<file path="src/hw/iifs_defs.vh">
`ifndef IIFS_DEFS_VH
`define IIFS_DEFS_VH

// ----------------------------------------------------------------
// Fixed values
// ----------------------------------------------------------------
`define IIFS_FALLBACK_ADDR   7'h7C
`define IIFS_MEM_FAULT_BIT   4
`define IIFS_CML_W           8
// Fault response codes
`define IIFS_RESP_LATCH      2'h1
`define IIFS_RESP_IGNORE     2'h2
`define IIFS_RESP_HICCUP     2'h3
`define IIFS_RESP_NONE       2'h0
// Command select codes of the response settings
`define IIFS_SEL_UV          2'h0
`define IIFS_SEL_OV          2'h1
`define IIFS_SEL_PEAK        2'h2
// Reset defaults of the response settings
`define IIFS_OV_RESP_RST     2'h1
`define IIFS_UV_RESP_RST     2'h2
`define IIFS_PEAK_RESP_RST   2'h2
// Init sequencer states
`define IIFS_ST_OFF          3'h0
`define IIFS_ST_START        3'h1
`define IIFS_ST_ADDR         3'h2
`define IIFS_ST_LOAD         3'h3
`define IIFS_ST_CRC          3'h4
`define IIFS_ST_CAL          3'h5
`define IIFS_ST_WAIT         3'h6
`define IIFS_ST_READY        3'h7
// Init and hiccup times, in microseconds, and clock in MHz
`define IIFS_T_INIT_US       100
`define IIFS_CLK_MHZ         25
`define IIFS_HICCUP_US       40

`endif

</file>
<file path="src/hw/iifs_supervisor.v">
// What this block does
// - System register changes apply only after supply cycle
// - Bus settings take effect once in RAM
// - Separate locks for writes, critical, cpu-link, NVM
// - Supply above lockout starts fixed-order init sequence
// - Bad strap blocks conversion, uses fallback address
// - Init copies NVM defaults into working RAM
// - CRC mismatch blocks, sets memory fault, fallback
// - Self-calibration is the last init step
// - Enable and commands accepted only after init time
// - Enable below turn-on threshold reports undervoltage
// - Input rising above threshold starts conversion itself
// - Turn-on threshold checked only on first enable
// - Input watched against undervoltage and overvoltage limits
// - Responses are latch, ignore or hiccup restart
// - Reset defaults overvoltage latch, undervoltage ignore
// - Peak input fault with latch or ignore response
// - Peak response defaults to ignore after reset
// - Latched faults held until clear or re-enable
`timescale 1ns/1ps
`include "iifs_defs.vh"

module iifs_supervisor #(
  parameter T_INIT_CYC = `IIFS_T_INIT_US * `IIFS_CLK_MHZ,
  parameter HICCUP_CYC = `IIFS_HICCUP_US * `IIFS_CLK_MHZ
) (
  input  wire       clock,
  input  wire       sys_rst,
  input  wire       controller_supply_ok,
  input  wire       strap_valid,
  input  wire [6:0] strap_addr,
  input  wire       nvm_load_done,
  input  wire       crc_match,
  input  wire       cal_done,
  input  wire       output_enable_req,
  input  wire       vin_above_on,
  input  wire       vin_under_limit,
  input  wire       vin_over_limit,
  input  wire       input_sense_peak,
  input  wire       clear_faults,
  input  wire       cmd_write,
  input  wire [1:0] cmd_sel,
  input  wire [1:0] cmd_data,
  input  wire       sysreg_write,
  input  wire       sysreg_critical,
  input  wire       sysreg_cpu_link,
  input  wire       nvm_write_req,
  input  wire       general_write_lock,
  input  wire       critical_access_unlock,
  input  wire       cpu_link_register_lock,
  input  wire       nvm_write_guard,
  output reg        nvm_load_start,
  output reg        crc_start,
  output reg        cal_start,
  output reg        init_done,
  output reg        bus_accept,
  output reg  [6:0] bus_addr,
  output reg        conv_blocked,
  output reg        converting,
  output reg  [`IIFS_CML_W-1:0] cml_status,
  output reg        vin_uv_fault,
  output reg        vin_ov_fault,
  output reg        vin_peak_fault,
  output reg        sysreg_pending,
  output reg        cmd_write_ok,
  output reg        nvm_write_ok
);

  // ----------------------------------------------------------------
  // Input synchronisers: three stages, change taken when 2 and 3 agree
  // ----------------------------------------------------------------
  localparam NSYNC = 6;
  wire [NSYNC-1:0] raw_in = {input_sense_peak, vin_over_limit,
                             vin_under_limit, vin_above_on,
                             output_enable_req, controller_supply_ok};
  reg  [NSYNC-1:0] s1_reg;         // Metastability catcher only
  reg  [NSYNC-1:0] s2_reg;
  reg  [NSYNC-1:0] s3_reg;
  reg  [NSYNC-1:0] filt_reg;       // Filtered level
  genvar gi;
  generate
    for (gi = 0; gi < NSYNC; gi = gi + 1) begin : g_sync
      // Hold previous level until the last two stages agree
      always @(posedge clock) begin
        if (sys_rst) begin
          s1_reg[gi]   <= 1'b0;
          s2_reg[gi]   <= 1'b0;
          s3_reg[gi]   <= 1'b0;
          filt_reg[gi] <= 1'b0;
        end else begin
          s1_reg[gi] <= raw_in[gi];
          s2_reg[gi] <= s1_reg[gi];
          s3_reg[gi] <= s2_reg[gi];
          if (s2_reg[gi] == s3_reg[gi]) begin
            filt_reg[gi] <= s3_reg[gi];
          end
        end
      end
    end
  endgenerate
  wire supply_ok = filt_reg[0];
  wire en_req    = filt_reg[1];
  wire vin_on    = filt_reg[2];
  wire uv_hit    = filt_reg[3];
  wire ov_hit    = filt_reg[4];
  wire peak_hit  = filt_reg[5];

  // ----------------------------------------------------------------
  // Initialization sequencer
  // ----------------------------------------------------------------
  reg [2:0]  state_reg;            // Sequencer state
  reg [2:0]  state_next;
  reg [31:0] tinit_reg;            // Cycles since sequence start
  reg        strap_bad_reg;        // Latched bad strap
  reg        crc_bad_reg;          // Latched CRC failure

  // Next-state decode; steps run in a fixed order
  always @* begin
    state_next = state_reg;
    case (state_reg)
      `IIFS_ST_OFF:   if (supply_ok) state_next = `IIFS_ST_START;
      `IIFS_ST_START: state_next = `IIFS_ST_ADDR;
      `IIFS_ST_ADDR:  state_next = `IIFS_ST_LOAD;
      `IIFS_ST_LOAD:  if (nvm_load_done) state_next = `IIFS_ST_CRC;
      `IIFS_ST_CRC:   state_next = `IIFS_ST_CAL;
      `IIFS_ST_CAL:   if (cal_done) state_next = `IIFS_ST_WAIT;
      `IIFS_ST_WAIT: begin
        if (tinit_reg >= T_INIT_CYC - 1) begin
          state_next = `IIFS_ST_READY;
        end
      end
      default:        state_next = `IIFS_ST_READY;
    endcase
    // Supply loss always restarts the whole sequence
    if (!supply_ok) begin
      state_next = `IIFS_ST_OFF;
    end
  end

  // Sequencer registers, strobes and address selection
  always @(posedge clock) begin
    if (sys_rst) begin
      state_reg      <= `IIFS_ST_OFF;
      tinit_reg      <= 32'h0;
      strap_bad_reg  <= 1'b0;
      crc_bad_reg    <= 1'b0;
      nvm_load_start <= 1'b0;
      crc_start      <= 1'b0;
      cal_start      <= 1'b0;
      init_done      <= 1'b0;
      bus_accept     <= 1'b0;
      bus_addr       <= `IIFS_FALLBACK_ADDR;
      conv_blocked   <= 1'b0;
      cml_status     <= {`IIFS_CML_W{1'b0}};
    end else begin
      state_reg      <= state_next;
      // One-cycle strobes on entry to the load, check and calibration steps
      nvm_load_start <= (state_reg == `IIFS_ST_ADDR);
      crc_start      <= (state_reg == `IIFS_ST_LOAD) && nvm_load_done;
      cal_start      <= (state_reg == `IIFS_ST_CRC);
      if (state_reg == `IIFS_ST_OFF) begin
        tinit_reg <= 32'h0;
      end else if (state_reg != `IIFS_ST_READY) begin
        tinit_reg <= tinit_reg + 32'h1;
      end
      if (state_reg == `IIFS_ST_OFF) begin
        strap_bad_reg <= 1'b0;
        crc_bad_reg   <= 1'b0;
        cml_status    <= {`IIFS_CML_W{1'b0}};
      end
      if (state_reg == `IIFS_ST_ADDR) begin
        strap_bad_reg <= !strap_valid;
        if (strap_valid) begin
          bus_addr <= strap_addr;
        end else begin
          bus_addr <= `IIFS_FALLBACK_ADDR;
        end
      end
      if (state_reg == `IIFS_ST_CRC && !crc_match) begin
        crc_bad_reg <= 1'b1;
        cml_status[`IIFS_MEM_FAULT_BIT] <= 1'b1;
        bus_addr    <= `IIFS_FALLBACK_ADDR;
      end else if (clear_faults && state_reg == `IIFS_ST_READY) begin
        cml_status[`IIFS_MEM_FAULT_BIT] <= 1'b0;
      end
      conv_blocked <= strap_bad_reg || crc_bad_reg;
      init_done    <= (state_next == `IIFS_ST_READY);
      // Bus answers once ready, even when blocked
      bus_accept   <= (state_next == `IIFS_ST_READY);
    end
  end

  // ----------------------------------------------------------------
  // Settings held in working RAM and access protection
  // ----------------------------------------------------------------
  reg [1:0] uv_resp_reg;           // Undervoltage response
  reg [1:0] ov_resp_reg;           // Overvoltage response
  reg [1:0] peak_resp_reg;         // Peak response
  wire ready = (state_reg == `IIFS_ST_READY);
  wire wr_ok = ready && cmd_write && !general_write_lock;

  // Bus writes act at once on RAM copies; restore on reset
  always @(posedge clock) begin
    if (sys_rst) begin
      uv_resp_reg    <= `IIFS_UV_RESP_RST;
      ov_resp_reg    <= `IIFS_OV_RESP_RST;
      peak_resp_reg  <= `IIFS_PEAK_RESP_RST;
      sysreg_pending <= 1'b0;
      cmd_write_ok   <= 1'b0;
      nvm_write_ok   <= 1'b0;
    end else begin
      cmd_write_ok <= wr_ok;
      nvm_write_ok <= ready && nvm_write_req && !nvm_write_guard;
      if (state_reg == `IIFS_ST_LOAD) begin
        // NVM load replaces defaults; a new power cycle clears pending
        sysreg_pending <= 1'b0;
      end else if (ready && sysreg_write
                   && (!sysreg_critical || critical_access_unlock)
                   && (!sysreg_cpu_link || !cpu_link_register_lock)) begin
        // System register edits wait for the next supply cycle
        sysreg_pending <= 1'b1;
      end
      if (wr_ok) begin
        case (cmd_sel)
          `IIFS_SEL_UV: if (cmd_data != `IIFS_RESP_NONE) begin
            uv_resp_reg <= cmd_data;
          end
          `IIFS_SEL_OV: if (cmd_data != `IIFS_RESP_NONE) begin
            ov_resp_reg <= cmd_data;
          end
          `IIFS_SEL_PEAK: begin
            // Peak fault has no hiccup option
            if (cmd_data == `IIFS_RESP_LATCH ||
                cmd_data == `IIFS_RESP_IGNORE) begin
              peak_resp_reg <= cmd_data;
            end
          end
          default: ;
        endcase
      end
    end
  end

  // ----------------------------------------------------------------
  // Input faults and conversion gating
  // ----------------------------------------------------------------
  reg        first_done_reg;       // A first enable has succeeded
  reg        latched_reg;          // Latched shutdown in force
  reg        en_prev_reg;          // Enable of the last cycle
  reg [31:0] hic_reg;              // Hiccup hold-off counter
  // Supply term drops conversion in step with init_done on supply loss
  wire en_ok    = ready && supply_ok && en_req && !conv_blocked;
  wire en_rise  = en_req && !en_prev_reg;
  wire thr_ok   = vin_on || first_done_reg;
  wire uv_latch = uv_hit && uv_resp_reg == `IIFS_RESP_LATCH;
  wire ov_latch = ov_hit && ov_resp_reg == `IIFS_RESP_LATCH;
  wire pk_latch = peak_hit && peak_resp_reg == `IIFS_RESP_LATCH;
  wire hic_trip = (uv_hit && uv_resp_reg == `IIFS_RESP_HICCUP) ||
                  (ov_hit && ov_resp_reg == `IIFS_RESP_HICCUP);

  // Fault flags set wins over clear; latch held until clear or re-enable
  always @(posedge clock) begin
    if (sys_rst) begin
      first_done_reg <= 1'b0;
      latched_reg    <= 1'b0;
      en_prev_reg    <= 1'b0;
      hic_reg        <= 32'h0;
      converting     <= 1'b0;
      vin_uv_fault   <= 1'b0;
      vin_ov_fault   <= 1'b0;
      vin_peak_fault <= 1'b0;
    end else begin
      en_prev_reg <= en_req;
      if (state_reg == `IIFS_ST_OFF) begin
        first_done_reg <= 1'b0;
      end else if (converting) begin
        first_done_reg <= 1'b1;
      end
      if (uv_hit || (en_ok && !thr_ok)) begin
        vin_uv_fault <= 1'b1;
      end else if (clear_faults || en_rise) begin
        vin_uv_fault <= 1'b0;
      end
      if (ov_hit) begin
        vin_ov_fault <= 1'b1;
      end else if (clear_faults || en_rise) begin
        vin_ov_fault <= 1'b0;
      end
      if (peak_hit) begin
        vin_peak_fault <= 1'b1;
      end else if (clear_faults || en_rise) begin
        vin_peak_fault <= 1'b0;
      end
      if (uv_latch || ov_latch || pk_latch) begin
        latched_reg <= 1'b1;
      end else if (clear_faults || en_rise) begin
        latched_reg <= 1'b0;
      end
      if (hic_trip) begin
        hic_reg <= HICCUP_CYC;
      end else if (hic_reg != 32'h0) begin
        hic_reg <= hic_reg - 32'h1;
      end
      // Waiting below threshold starts on its own when input rises
      converting <= en_ok && thr_ok && !latched_reg && !hic_trip
                    && (hic_reg == 32'h0)
                    && !uv_latch && !ov_latch && !pk_latch;
    end
  end

endmodule

</file>
<file path="config.mk">
export PLATFORM = sky130hd
export DESIGN_NAME = iifs_supervisor
export DESIGN_NICKNAME = d
export VERILOG_FILES = /design/src/hw/iifs_supervisor.v
export VERILOG_INCLUDE_DIRS = /design/src /design/src/hw
export SDC_FILE = /design/constraint.sdc
export NUM_CORES = 1
export LEC_CHECK = 0
export BUFFER_PORTS_ARGS = -buffer_cell sky130_fd_sc_hd__clkbuf_2
export CAP_MARGIN = 5
export CORE_AREA = 2 2 144 132
export CTS_BUF_LIST = sky130_fd_sc_hd__clkbuf_8
export DETAILED_ROUTE_END_ITERATION = 16
export DIE_AREA = 0 0 146 134
export PLACE_DENSITY_LB_ADDON = 0.12
export SYNTH_ARGS = -nofsm -noshare
export SYNTH_HDL_FRONTEND = slang
export SYNTH_SLANG_ARGS = --single-unit
</file>
<file path="constraint.sdc">
create_clock -name clock -period 3.08 [get_ports clock]
set_input_delay 0.308 -clock clock [delete_from_list [all_inputs] [get_ports clock]]
set_output_delay 0.308 -clock clock [all_outputs]
set_load 0.005 [all_outputs]
</file>
==> metrics <==
Max IR drop VDD 0.271 mV; post-layout util about a third; maximum number of buffers from clock root to sink 2; post-synthesis cell count between 600 and 700; Layout area overhead 16.8%; Syn Std Cell Area 5330 um2; Setup CP Type flop to flop; Critical-path top delay cell or4b_1; Max-cap violations 0; TNS Setup 0 ns; # rows 47; Yosys reg bits 122; Hold WS approximately 0.059 ns; via/cell ratio around 4.8; Final ANT Viol Nets 0; f_max ~420 MHz; Hold Path Class primary input to flop; top cell type's share of synthesized area 45.8%; H-tree levels 4; clk_lat worst skew 0.45 ns; crit-path max FO 14; final hold violations 0; critical path endpoint category flop; Final Skew about 0.022 ns; Critical Path Start Type flop; Leakage 2.26 nW; final setup vio count 0; top cells by count, synth 122 x dfxtp_1, 78 x nor2_1, 49 x nand2_1; Async SR Flop Fraction 0%; Final Power 4.77 mW; worst-case reg-to-reg path depth 5; setup slack at placement 0.749 ns; drt pass-1 iters 4; Root Buffer clkbuf_8; clock transition at the registers of the reported paths 0.09 ns; I/O pins 61; layout cells sized above 1 15.9%; Critical Path Start state_reg[2]; largest area contributor in the netlist dfxtp_1; crit-path max cell delay 0.69 ns; Vert. Die Dim 134 um; Distinct cells, synth 58; Post-synth EDFFs 0; Slew Limit Headroom 48.3%; Post-CTS Setup Bufs 0; Hold Startpoint vin_above_on; vias in the first global route ~4000; Synth Flop Type dfxtp_1; vias 4413; most common cell in the netlist dfxtp_1; Routed Wire Length 12200 um; Syn. warnings 0; initial core utilization 29.4%; core area ~18000 um2; pwr/cell area 766 nW/um2; register area share after synthesis a little under half; RR Startpoint state_reg[2]; Hold Crit Depth 2; status completed; Crit path required time 3.41 ns; die width 146 um; gpl congestion a little under 0.8; net count reported at finish ~700; drt initial violations about 270; IO Port Bufs 53; period utilisation layout between 70 and 80%; largest net degree at the start of global routing 41; synth top area cells dfxtp_1 46%, nor2_1 5.5%, xnor2_1 3.9%; Final Max Slew Viols 0; WP data arrival ~2.7 ns; CP Cell Sequence and3_1 > nand3b_1 > or4b_1 > mux2i_1 > nor2_1; drc violations 0; initial antenna violation count 0; setup ws final 0.695 ns; CTS tree built; WL/cell 13.3 um; CTS Buf Count 17; Tmin final 2.38 ns; grt ovf 0; FILL cells 1947; hpwl dp ~8500 um; worst-margin pin slew ~0.77 ns; unrepaired setup endpoints after global routing no; die area 19600 um2; diode count 0; GRT Total Usage approximately an eighth; CTS sink cnt 122; syn avg cell area 8.76 um2; first-pass GRT wire length 20100 um
==> metal layers <==
metal	GRT usage (%)	vias up	part of all wire [%]
li1	-	2258	-
met4	5.18	0	0.91
met2	18.6	57	43
met1	18.0	2090	53
met5	0	-	0
met3	3.30	8	2.8
==> cell usage in the layout, fill, tap and decap left out, drive strengths merged, types with 2 or more instances in the layout <==
master | netlist | routed
nand3 | 21 | 21
nor3b | 10 | 10
and2 | 4 | 4
a21oi | 27 | 27
mux2i | 8 | 8
and4 | 7 | 7
nor2 | 78 | 78
and3 | 9 | 9
nand2 | 50 | 50
nor4b | 3 | 3
inv | 11 | 23
o211ai | 6 | 6
or4b | 2 | 2
a211o | 2 | 2
nor4 | 26 | 26
nand2b | 10 | 10
xnor2 | 24 | 24
o21ai | 18 | 18
a21boi | 2 | 2
nand3b | 4 | 4
nor2b | 26 | 26
a31oi | 9 | 9
o31ai | 9 | 9
or2 | 3 | 3
or4 | 18 | 18
clkbuf | 19 | 70
ha | 3 | 3
or3 | 9 | 9
buf | 16 | 8
nand4 | 12 | 12
nor3 | 14 | 14
conb | 1 | 7
dfxtp | 122 | 122
xor2 | 15 | 15
==> logic make-up (layout without fill, tap and decap cells) <==
kind of cell / count (synthesis) / in the layout / share of synthesized area (%)
and+or+nand+nor: 307 / 307 / 31.4
DFF: 122 / 122 / 45.8
AOI/OAI and AO/OA: 82 / 82 / 9.65
buffers and inverters: 46 / 105 / 4.39
xor gates and xnor gates: 39 / 39 / 6.41
muxes: 8 / 8 / 1.50
adders and majority gates: 3 / 3 / 0.705
other: 1 / 7 / 0.0704
==> cell type report <==
cell class / count / area (um2) / area share [%]
repair buffers: 62 / 335 / 5.39
flip-flops and latches: 122 / 2440 / 39.2
inverters: 11 / 41.3 / 0.663
clock inverters: 15 / 171 / 2.75
multi-input cells: 446 / 2690 / 43.3
clock buffers: 17 / 234 / 3.76
well taps: 245 / 307 / 4.92
==> where the power goes <==
part           switching [mW]  internal, mW  leakage (nW)
Sequential              0.186          1.73         0.989
Clock                   0.779         0.688         0.205
Combinational           0.781         0.604          1.06
Total                    1.75          3.02          2.26
==> worst max-delay path: cells and delay by family (launching register included) <==
family | cells | cell delay (ns)
AND/OR/NAND/NOR | 4 | 1.45
flip-flops | 1 | 0.64
multiplexers | 1 | 0.18
==> per-stage QoR <==
stage / instances / cell area, um2
2_1_floorplan: 614 / 5350
3_3_place_gp: 885 / 5810
3_5_place_dp: 885 / 5810
4_1_cts: 918 / 6220
5_1_grt: 918 / 6220
6_report: 918 / 6220
==> timing repair <==
| action | in CTS | in global routing |
|---|---|---|
| endpoints found under the hold margin | 1 | 0 |
| hold buffers | 1 | 0 |
| setup endpoints to repair | 0 | 0 |
| resized for setup | 0 | 0 |
==> worst paths after layout <==
path	end	slack, ns
worst max-delay path	ov_resp_reg[1]	0.70
worst min-delay path	s1_reg[2]	0.06
worst max register to register	ov_resp_reg[1]	0.70
worst min register to register	s2_reg[0]	0.44
(Power assumes the default switching activity.)
